**src/hw/icm_pkg.sv**
```systemverilog
// Constants shared by the interval counter mode engine
package icm_pkg;
  localparam int CLK_PERIOD_NS = 8;

  // Register byte offsets
  localparam logic [7:0] OFF_CTRL = 8'h00;
  localparam logic [7:0] OFF_COUNT = 8'h04;
  localparam logic [7:0] OFF_STATUS = 8'h08;
  localparam logic [7:0] OFF_VALUE = 8'h0c;

  // Control register fields
  localparam int CTRL_BCD_BIT = 0;
  localparam int CTRL_MODE_LSB = 1;
  localparam int CTRL_RW_LSB = 4;

  // Byte access formats
  localparam logic [1:0] RW_LSB = 2'h1;
  localparam logic [1:0] RW_MSB = 2'h2;
  localparam logic [1:0] RW_BOTH = 2'h3;

  // Reset values
  localparam logic [15:0] CE_RST = 16'h0000;
  localparam logic [15:0] CR_RST = 16'h0000;
  localparam logic [1:0] RW_RST = 2'h1;

  typedef enum logic [2:0] {
    ICM_M0 = 3'h0,
    ICM_M1 = 3'h1,
    ICM_M2 = 3'h2,
    ICM_M3 = 3'h3,
    ICM_M4 = 3'h4,
    ICM_M5 = 3'h5
  } icm_mode_t;
endpackage

```
**src/hw/icm_interval_counter.sv**
```systemverilog
// One interval counter channel with six counting modes behind an APB slave
`timescale 1ns/1ps
module icm_interval_counter (
  input wire logic clk,
  input wire logic sys_rst,
  input wire logic psel,
  input wire logic penable,
  input wire logic pwrite,
  input wire logic [7:0] paddr,
  input wire logic [31:0] pwdata,
  output logic [31:0] prdata,
  output logic pready,
  output logic pslverr,
  input wire logic cnt_clk,
  input wire logic gate_in,
  output logic cnt_out
);
  logic pready_r;
  logic [31:0] prdata_r;
  logic pslverr_r;
  logic cclk_prev_r;
  logic gate_prev_r;
  logic trig_ff_r;
  logic trig_s_r;
  logic gate_s_r;
  icm_pkg::icm_mode_t mode_r;
  logic bcd_r;
  logic [1:0] rw_r;
  logic [15:0] cr_r;
  logic [15:0] ce_r;
  logic out_r;
  logic null_r;
  logic pend_r;
  logic armed_r;
  logic hi_next_r;
  logic hold_r;
  logic run_r;
  logic done_r;
  logic apb_done;
  logic ctrl_wr;
  logic cnt_wr;
  logic wr_any;
  logic rise;
  logic fall;
  logic addr_ok;
  logic [1:0] m3_sub;
  logic [2:0] mode_raw;
  logic [7:0] status_byte;

  // Subtract k from a binary or four-digit BCD count, wrapping
  function automatic logic [15:0] icm_sub(input logic [15:0] v, input logic [1:0] k,
                                          input logic bcd);
    logic [15:0] r;
    logic borrow;
    r = v;
    borrow = 1'b0;
    for (int j = 0; j < 3; j++) begin
      if (j < int'(k)) begin
        if (bcd) begin
          borrow = 1'b1;
          for (int i = 0; i < 4; i++) begin
            if (borrow) begin
              if (r[i*4 +: 4] == 4'h0) begin
                r[i*4 +: 4] = 4'h9;
              end else begin
                r[i*4 +: 4] = r[i*4 +: 4] - 4'h1;
                borrow = 1'b0;
              end
            end
          end
        end else begin
          r = r - 16'h0001;
        end
      end
    end
    return r;
  endfunction

  assign rise = cnt_clk & ~cclk_prev_r;
  assign fall = ~cnt_clk & cclk_prev_r;

  // Write lands only at the edge where pready is seen high
  assign apb_done = psel & penable & pready_r;
  assign ctrl_wr = apb_done & pwrite & (paddr == icm_pkg::OFF_CTRL);
  assign cnt_wr = apb_done & pwrite & (paddr == icm_pkg::OFF_COUNT);
  assign wr_any = ctrl_wr | cnt_wr;
  assign addr_ok = (paddr == icm_pkg::OFF_CTRL) | (paddr == icm_pkg::OFF_COUNT) |
                   (paddr == icm_pkg::OFF_STATUS) | (paddr == icm_pkg::OFF_VALUE);
  // Codes 6 and 7 alias modes 2 and 3
  assign mode_raw = pwdata[icm_pkg::CTRL_MODE_LSB +: 3];
  assign status_byte = {out_r, null_r, rw_r, mode_r, bcd_r};
  // Odd counts take one off when high, three when low
  assign m3_sub = ce_r[0] ? (out_r ? 2'h1 : 2'h3) : 2'h2;

  // One wait state, then a single ready cycle
  always_ff @(posedge clk) begin
    if (sys_rst) begin
      pready_r <= 1'b0;
      prdata_r <= 32'h0000_0000;
      pslverr_r <= 1'b0;
    end else if (psel && penable && !pready_r) begin
      pready_r <= 1'b1;
      pslverr_r <= ~addr_ok;
      prdata_r <= 32'h0000_0000;
      if (!pwrite) begin
        unique case (paddr)
          icm_pkg::OFF_CTRL: prdata_r <= {26'h0, rw_r, mode_r, bcd_r};
          icm_pkg::OFF_STATUS: prdata_r <= {24'h0, status_byte};
          icm_pkg::OFF_VALUE: prdata_r <= {16'h0, ce_r};
          default: prdata_r <= 32'h0000_0000;
        endcase
      end
    end else begin
      pready_r <= 1'b0;
      pslverr_r <= 1'b0;
    end
  end

  assign pready = pready_r;
  assign prdata = prdata_r;
  assign pslverr = pslverr_r;
  assign cnt_out = out_r;

  // Gate edge capture and sampling on counter clock rise
  always_ff @(posedge clk) begin
    if (sys_rst) begin
      cclk_prev_r <= 1'b0;
      gate_prev_r <= 1'b0;
      trig_ff_r <= 1'b0;
      trig_s_r <= 1'b0;
      gate_s_r <= 1'b0;
    end else begin
      cclk_prev_r <= cnt_clk;
      gate_prev_r <= gate_in;
      if (rise) begin
        trig_s_r <= trig_ff_r;
        gate_s_r <= gate_in;
      end
      // A new edge in the sampling cycle survives the clear
      if (gate_in && !gate_prev_r) begin
        trig_ff_r <= 1'b1;
      end else if (rise) begin
        trig_ff_r <= 1'b0;
      end
    end
  end

  always_ff @(posedge clk) begin
    if (sys_rst) begin
      mode_r <= icm_pkg::ICM_M0;
      bcd_r <= 1'b0;
      rw_r <= icm_pkg::RW_RST;
      cr_r <= icm_pkg::CR_RST;
      ce_r <= icm_pkg::CE_RST;
      out_r <= 1'b0;
      null_r <= 1'b1;
      pend_r <= 1'b0;
      armed_r <= 1'b0;
      hi_next_r <= 1'b0;
      hold_r <= 1'b0;
      run_r <= 1'b0;
      done_r <= 1'b1;
    end else if (ctrl_wr) begin
      // Mode write resets control and sets initial output
      mode_r <= icm_pkg::icm_mode_t'(mode_raw[1] ? {1'b0, mode_raw[1:0]} : mode_raw);
      bcd_r <= pwdata[icm_pkg::CTRL_BCD_BIT];
      rw_r <= (pwdata[icm_pkg::CTRL_RW_LSB +: 2] == 2'h0) ? icm_pkg::RW_RST :
              pwdata[icm_pkg::CTRL_RW_LSB +: 2];
      out_r <= (mode_raw != 3'h0);
      null_r <= 1'b1;
      pend_r <= 1'b0;
      armed_r <= 1'b0;
      hi_next_r <= 1'b0;
      hold_r <= 1'b0;
      run_r <= 1'b0;
      done_r <= 1'b1;
    end else if (cnt_wr) begin
      if (rw_r == icm_pkg::RW_BOTH && !hi_next_r) begin
        cr_r[7:0] <= pwdata[7:0];
        hi_next_r <= 1'b1;
        // First byte halts mode 0 and drops output
        if (mode_r == icm_pkg::ICM_M0) begin
          hold_r <= 1'b1;
          out_r <= 1'b0;
        end
      end else begin
        unique case (rw_r)
          icm_pkg::RW_LSB: cr_r <= {8'h00, pwdata[7:0]};
          icm_pkg::RW_MSB: cr_r <= {pwdata[7:0], 8'h00};
          default: cr_r <= {pwdata[7:0], cr_r[7:0]};
        endcase
        hi_next_r <= 1'b0;
        pend_r <= 1'b1;
        null_r <= 1'b1;
        // Held until a trigger in mode 1
        armed_r <= 1'b1;
        hold_r <= 1'b0;
        // New count in mode 0 drops the output
        if (mode_r == icm_pkg::ICM_M0) begin
          out_r <= 1'b0;
        end
      end
    end else begin
      // All loads and decrements on the falling edge
      if (fall) begin
        unique case (mode_r)
          icm_pkg::ICM_M0: begin
            if (pend_r && !hold_r) begin
              ce_r <= cr_r;
              pend_r <= 1'b0;
              null_r <= 1'b0;
              run_r <= 1'b1;
            end else if (run_r && gate_s_r && !hold_r) begin
              ce_r <= icm_sub(ce_r, 2'h1, bcd_r);
              if (ce_r == 16'h0001) begin
                out_r <= 1'b1;
              end
            end
          end
          icm_pkg::ICM_M1: begin
            // Each trigger restarts with the held count
            if (trig_s_r && armed_r) begin
              ce_r <= cr_r;
              out_r <= 1'b0;
              pend_r <= 1'b0;
              null_r <= 1'b0;
              run_r <= 1'b1;
            end else if (run_r) begin
              // Wraps and runs on after zero
              ce_r <= icm_sub(ce_r, 2'h1, bcd_r);
              if (ce_r == 16'h0001) begin
                out_r <= 1'b1;
              end
            end
          end
          icm_pkg::ICM_M2: begin
            // First load from software, or trigger reload
            if ((!run_r && pend_r) || (trig_s_r && armed_r)) begin
              ce_r <= cr_r;
              out_r <= 1'b1;
              pend_r <= 1'b0;
              null_r <= 1'b0;
              run_r <= 1'b1;
            end else if (run_r && gate_s_r) begin
              // Low for the pulse at count one, then reload
              if (ce_r == 16'h0002) begin
                ce_r <= 16'h0001;
                out_r <= 1'b0;
              end else if (ce_r == 16'h0001) begin
                // Pending count enters at period end
                ce_r <= cr_r;
                out_r <= 1'b1;
                pend_r <= 1'b0;
                null_r <= 1'b0;
              end else begin
                ce_r <= icm_sub(ce_r, 2'h1, bcd_r);
              end
            end
          end
          icm_pkg::ICM_M3: begin
            // Trigger loads at once, else at half-cycle end
            if ((!run_r && pend_r) || (trig_s_r && armed_r)) begin
              ce_r <= cr_r;
              out_r <= 1'b1;
              pend_r <= 1'b0;
              null_r <= 1'b0;
              run_r <= 1'b1;
            end else if (run_r && gate_s_r) begin
              // Even counts step by two, toggle at expiry
              // Odd counts step one or three first
              if (ce_r == {14'h0, m3_sub}) begin
                ce_r <= cr_r;
                out_r <= ~out_r;
                pend_r <= 1'b0;
                null_r <= 1'b0;
              end else begin
                ce_r <= icm_sub(ce_r, m3_sub, bcd_r);
              end
            end
          end
          icm_pkg::ICM_M4: begin
            // Strobe lasts one pulse whatever the gate
            if (!out_r) begin
              out_r <= 1'b1;
            end
            if (pend_r) begin
              ce_r <= cr_r;
              pend_r <= 1'b0;
              null_r <= 1'b0;
              run_r <= 1'b1;
              done_r <= 1'b0;
            end else if (run_r && gate_s_r) begin
              ce_r <= icm_sub(ce_r, 2'h1, bcd_r);
              if (ce_r == 16'h0001 && !done_r) begin
                out_r <= 1'b0;
                done_r <= 1'b1;
              end
            end
          end
          default: begin
            if (!out_r) begin
              out_r <= 1'b1;
            end
            // Written count waits for a trigger
            if (trig_s_r && armed_r) begin
              ce_r <= cr_r;
              pend_r <= 1'b0;
              null_r <= 1'b0;
              run_r <= 1'b1;
              done_r <= 1'b0;
            end else if (run_r) begin
              ce_r <= icm_sub(ce_r, 2'h1, bcd_r);
              if (ce_r == 16'h0001 && !done_r) begin
                out_r <= 1'b0;
                done_r <= 1'b1;
              end
            end
          end
        endcase
      end
      // In modes 2 and 3 gate low forces output high without a counter clock
      if ((mode_r == icm_pkg::ICM_M2 || mode_r == icm_pkg::ICM_M3) && !gate_in) begin
        out_r <= 1'b1;
      end
    end
  end
endmodule

```
**config.mk**
```make
export PLATFORM = sky130hd
export DESIGN_NAME = icm_interval_counter
export DESIGN_NICKNAME = d
export VERILOG_FILES = /design/src/hw/icm_pkg.sv /design/src/hw/icm_interval_counter.sv
export SDC_FILE = /design/constraint.sdc
export NUM_CORES = 1
export LEC_CHECK = 0
export BUFFER_PORTS_ARGS = -buffer_cell sky130_fd_sc_hd__buf_4
export CAP_MARGIN = 15
export CORE_MARGIN = 8
export CORE_UTILIZATION = 56
export CTS_CLUSTER_SIZE = 40
export DETAILED_ROUTE_END_ITERATION = 16
export PLACE_DENSITY = 0.84
export REMOVE_ABC_BUFFERS = 1
export SLEW_MARGIN = 10
export SYNTH_ARGS = -nofsm -noshare
export SYNTH_HDL_FRONTEND = slang
export SYNTH_SLANG_ARGS = --single-unit
```
**constraint.sdc**
```tcl
create_clock -name clk -period 12.7 [get_ports clk]
set_input_delay 0.635 -clock clk [delete_from_list [all_inputs] [get_ports clk]]
set_output_delay 0.635 -clock clk [all_outputs]
set_load 0.02 [all_outputs]
```
* Word-level counts from Yosys, hierarchy flattened
Index checks and enable logic that the tools add are counted.
** Operators by class
- Mux-type cells :: 377
- Reductions and logical operators :: 62
- $lt $le $gt $ge :: 3
- Add/subtract/negate cells :: 15
- Equal/unequal tests :: 52
- Bitwise operators :: 19
** Operators by type and width (count)
- $mux 16 :: 43
- $mux 1 :: 285
- $mux 4 :: 36
- $pmux 16 s5 :: 1
- $logic_not 4->1 :: 12
- $pmux 16 s3 :: 1
- $sub 16x1->16 const B :: 3
- $sub 4x1->4 const B :: 12
- $ne 4x4->1 const B :: 11
- $reduce_and 14->1 :: 3
- $pmux 16 s2 :: 1
- $ne 6x6->1 const B :: 4
- $ne 8x1->1 const B :: 3
- $ne 6x5->1 const B :: 3
- $reduce_and 9->1 :: 2
- $eq 16x1->1 const B :: 1
- $eq 16x2->1 :: 1
- $eq 16x2->1 const B :: 1
- $eq 8x4->1 const B :: 2
- $ne 3x3->1 const B :: 5
- $ne 4x2->1 const B :: 3
- $reduce_bool 6->1 :: 2
- $logic_and 1x1->1 :: 11
- $reduce_and 10->1 :: 1
- other kinds (40) :: 81
** Word-level totals
- Flip-flop bits (word level) :: 85
- Input bits :: 47
- Word-level logic and storage cells :: 553
- Output and inout port bits :: 35

* Logic depth before layout (Yosys ltp)
- Depth in word-level cells :: 131
- Depth in mapped cells :: 23
- Gate-level depth less buffers :: 20

* Least setup slack after synthesis
OpenSTA, ideal clock, no wires.
- Path kind :: reg-to-reg
- Start :: register ce_r[0]
- End :: register ce_r[15]
- Stages on the path, launching flop included :: 22
- Setup time :: 95 ps
- Path slack :: 8149 ps
- Period minus slack after synthesis :: 4551 ps
- Data arrival time :: 4456 ps
- Path through :: dfxtp_1 -> clkbuf_1 -> inv_1 -> ha_1 -> buf_4 -> nor3b_1 -> buf_4 -> nand2_1 -> nand2_1 -> inv_1 -> ha_1 -> nor4bb_1 -> nand2_1 -> and2_1 -> nor3_1 -> nand3_1 -> or4_1 -> nand4_2 -> ha_1 -> a21oi_1 -> or4_1 -> o311ai_1
** Between the ends
- Cells in the longest elaborated chain, start to end :: 67
- Elaborated cells on any way between the ends :: 319
- Those cells by class :: add/sub: 9; order compare: 3; eq/ne: 8; mux: 289; reduce/logical: 10
** Ends and longest elaborated chain
- from (decl) :: line icm_interval_counter.sv:30 : logic [15:0] ce_r;
- from (signal assigned) :: line icm_interval_counter.sv:154 : ce_r <= icm_pkg::CE_RST;
- from (signal assigned) :: line icm_interval_counter.sv:209 : ce_r <= cr_r;
- from (signal assigned) :: line icm_interval_counter.sv:214 : ce_r <= icm_sub(ce_r, 2'h1, bcd_r);
- parallel branches: the longest is 67 deep, another holds $sub 16x1->16
Several ways; the timed one is not identified. The select of a mux whose other input is x is not followed.
A chain may end at the register's enable or synchronous reset.

* Worst setup path after layout
- Start :: register ce_r[0]
- End :: register ce_r[14]
Same word-level chain as after synthesis.

==> metrics.sh <==
CRITICAL_PATH.CELL_CHAIN='inv_1, ha_1, nor3b_1, nand2_1, nand2_1, inv_1, ha_1, nor4bb_1, nand2_1, and2_1, nor3_1, nand3_1, or4_1, nand4_2, ha_1, nand2_1, a211oi_1, nor3_1, mux2i_1, a211oi_1'
LAYOUT_COMMONEST_CELL='sky130_fd_sc_hd__nor2_1'
FINAL.MIN_CLOCK_PERIOD_NS=5.34
CRIT_PATH_START_KIND='flip-flop'
PLACED_CELLS=975
LAYOUT.CELLS.MOST_COMMON_LIST='99 x sky130_fd_sc_hd__nor2_1, 95 x sky130_fd_sc_hd__nand2_1, 69 x sky130_fd_sc_hd__dfxtp_1'
SYNTH_AREA_SQ_UM=6040
MAX_STAGE_DELAY_NS=0.74
FINAL-SETUP-VIOL-COUNT=0
SYNTH_EDF_COUNT=0
CLK_TRANSITION_REPORTED_PATHS_NS=0.08
PORT_BUFFERS=41
DIE_SPAN_IN_X_UM=120
CELLPOWERDENSITY_nW_PER_UM2=63.5
WIRE_LENGTH_OF_THE_FIRST_GLOBAL_ROUTING_PASS_MM=29.9
TRITONCTS='yes'
DP_HPWL_MM=13.6
CRIT_PATH_TOP_DELAY_CELL='sky130_fd_sc_hd__dfxtp_1'
MAXSLEWHEADROOM=0.373
INITIALDRTVIOLATIONCOUNT=954
CRITICALPATHCATEGORY='flip-flop to flip-flop'
PLACEMENT_ROWS=38
CLK_ROOT_BUFFER_CELL='sky130_fd_sc_hd__clkbuf_8'
VIAS_PER_CELL=6.68
FIN_AREA_SQ_UM=6420
FINAL_LAYOUT_SIZE_SUFFIX_GT1_FRAC=0.115
FINAL_TNS_SETUP_NS=0
CLOCK_SKEW_NS=0.0110
AREAGROWTHSYNTHTOFINISH_PCT=6.38
CORE-AREA_SQ_UM=10700
SYNTH.AVG_CELL_AREA_SQ_UM=7.13
RUN_STATUS='finished, final reports clean'
DRC_ERRORS=0
YS_DOMINANT_REG_CELL='sky130_fd_sc_hd__dfxtp_1'
IOS=82
TIGHTEST_SLEW_NS=0.934
DIE_Y_UM=120
GRTUSAGETOTAL=0.249
IR_WORST_VDD_mV=0.0876
GRT_MAX_DEGREE=68
STATIC-LEAKAGE-POWER_uW=0.00240
POSTSYNTHCELLCOUNT=847
CTS-BUFFERS-INSERTED=9
CP_DATA_ARRIVAL_TIME_NS=5.55
START_UTIL=0.564
FILL_CELLS=1001
FINALCRITPERIODSHARE=0.420
CLKLATENCYLATEPIN_NS=0.36
VIA_COUNT_OF_THE_FIRST_GLOBAL_ROUTING_PASS=5937
YOSYS_REGISTER_BITS=69
TOTAL_NUMBER_OF_VIAS=6622
YS.WARNINGS.COUNT=0
POST_CTS.RESIZED_INSTANCES=0
OVERFLOW=0
INSERTEDDIODECOUNT=0
SYNTHDISTINCTLIBCELLS=85
TIMING.FINAL.MAX_SLEW_VIOLATIONS=0
CLOCKBUFFERDEPTH=2
ANTENNA_VIOLATIONS_BEFORE_REPAIR=0
POST_CTS_HOLD_BUFFER_COUNT=0
FIN_UTIL=0.600
CRITPATHMAXFANOUT=17
CLK_SINKS=69
GPL.FINAL_WEIGHTED_CONGESTION=0.955
ASYNCSETRESETFLOPFRACSYNTH=0
LAYOUT.NETS=905
POST_DP_CELL_AREA_SQ_UM=6230
REQUIRED_NS=12.91
HOLD_PATH.CLASS='flip-flop to flip-flop'
DRT.ANTENNA.VIOLATING_NETS=0
ROUTED_WIRELENGTH_NORMALIZED_BY_INSTANCE_COUNT_UM=18.7
FMAXACHIEVABLE_GHz=0.187
CTS.HTREE.LEVELS=3
CRITICAL_PATH_SINK_TYPE='flip-flop'
CRIT_TOP_CELL='sky130_fd_sc_hd__nand2_1'
DRT_WL_TOTAL_MM=18.6
DETAIL_ROUTE.FIRST_PASS.ITERATIONS=6
HOLD_SLACK_NS=0.474
GRT_SETUP_UNREPAIRED='false'
SYNTH_SEQUENTIAL_AREA_RATIO=0.229
DIE_AR_SQ_UM=14400
FINAL_CELL_COUNT_NO_FILL=992
TIMING_HOLD_VIOLATIONS_FINAL=0
POST-CTS-SETUP-BUFFERS=0
MAX_CAPACITANCE_VIOLATION_TOTAL=0
## synthesized netlist by cell type, types with 19 or more instances
cell type	count	area share
sky130_fd_sc_hd__a21oi_1	61	0.051
sky130_fd_sc_hd__clkbuf_1	36	0.022
sky130_fd_sc_hd__inv_1	23	0.014
sky130_fd_sc_hd__nor3_1	25	0.021
sky130_fd_sc_hd__o21ai_0	49	0.041
sky130_fd_sc_hd__xnor2_1	20	0.029
sky130_fd_sc_hd__nand3_1	43	0.036
sky130_fd_sc_hd__buf_4	19	0.024
sky130_fd_sc_hd__dfxtp_1	69	0.23
sky130_fd_sc_hd__a22oi_1	19	0.024
sky130_fd_sc_hd__nand2_1	95	0.059
sky130_fd_sc_hd__nor2_1	99	0.062
## power by group
group / total, uW / switching [uW] / internal [uW]
registers: 218 / 0.722 / 217
clock network: 168 / 91.0 / 77.4
logic: 21.3 / 14.6 / 6.74
## flip-flops by register name, summed over array words and instances, names as in the netlist
| signal | count |
|---|---|
| pend_r | 1 |
| trig_ff_r | 1 |
| cclk_prev_r | 1 |
| armed_r | 1 |
| null_r | 1 |
| hi_next_r | 1 |
| trig_s_r | 1 |
| hold_r | 1 |
| pslverr | 1 |
| mode_r | 3 |
| run_r | 1 |
| cnt_out | 1 |
| prdata | 16 |
| rw_r | 2 |
| done_r | 1 |
| gate_s_r | 1 |
| pready | 1 |
| gate_prev_r | 1 |
| bcd_r | 1 |
| ce_r | 16 |
| cr_r | 16 |
## critical path, delay by kind of cell, from the launching register on
family / cells / cell delay [ns]
and+or+nand+nor: 12 / 2.58
adders and majority gates: 3 / 0.87
DFF: 1 / 0.74
AOI/OAI and AO/OA: 2 / 0.49
buffers and inverters: 2 / 0.29
muxes: 1 / 0.21
## final cells by class
type | instances | area [sq um] | area share
Multi-Input combinational cell | 698 | 4250 | 0.662
Sequential cell | 69 | 1380 | 0.215
Inverter | 23 | 86.3 | 0.0134
Clock inverter | 6 | 46.3 | 0.00721
Clock buffer | 10 | 138 | 0.0214
Timing Repair Buffer | 46 | 343 | 0.0534
Tap cell | 140 | 175 | 0.0273
## metal layers
layer	global-route usage	share of wire	vias to the layer above	routed length, um
li1	-	-	3088	-
met1	0.327	0.42	3044	7880
met2	0.396	0.45	427	8330
met3	0.0446	0.094	63	1740
met4	0.0991	0.033	0	604
met5	0	0	-	0
## worst paths after layout
check             cells after the start  slack [ns]                    end                  from
hold / removal                        2        0.47   cr_r[9]$_SDFFE_PP0P_  cr_r[9]$_SDFFE_PP0P_
setup reg to reg                     20        7.36  ce_r[14]$_SDFFE_PP0P_  ce_r[0]$_SDFFE_PP0P_
setup / recovery                     20        7.36  ce_r[14]$_SDFFE_PP0P_  ce_r[0]$_SDFFE_PP0P_
hold reg to reg                       2        0.47   cr_r[9]$_SDFFE_PP0P_  cr_r[9]$_SDFFE_PP0P_
## through the flow
| step | worst slack, ns | total power (uW) |
|---|---|---|
| global placement | 7.62 | 244 |
| CTS | 7.47 | 408 |
| detailed placement | 7.51 | 244 |
| global route | 6.96 | 421 |
| floorplan | 7.83 | 231 |
| finish | 7.36 | 408 |
## logic make-up (layout without fill, tap and decap cells)
kind of cell,Yosys count,count (layout),synth area share
buffers and inverters,95,85,0.0761
XOR/XNOR,23,23,0.0334
adder cells (fa/ha/maj),11,11,0.0228
flip-flops,69,69,0.229
AO/OA/AOI/OAI,245,245,0.275
other,1,16,0.000621
AND/OR/NAND/NOR,384,384,0.331
multiplexers,19,19,0.0325
No activity file was read; power rests on OpenSTA's default activity.
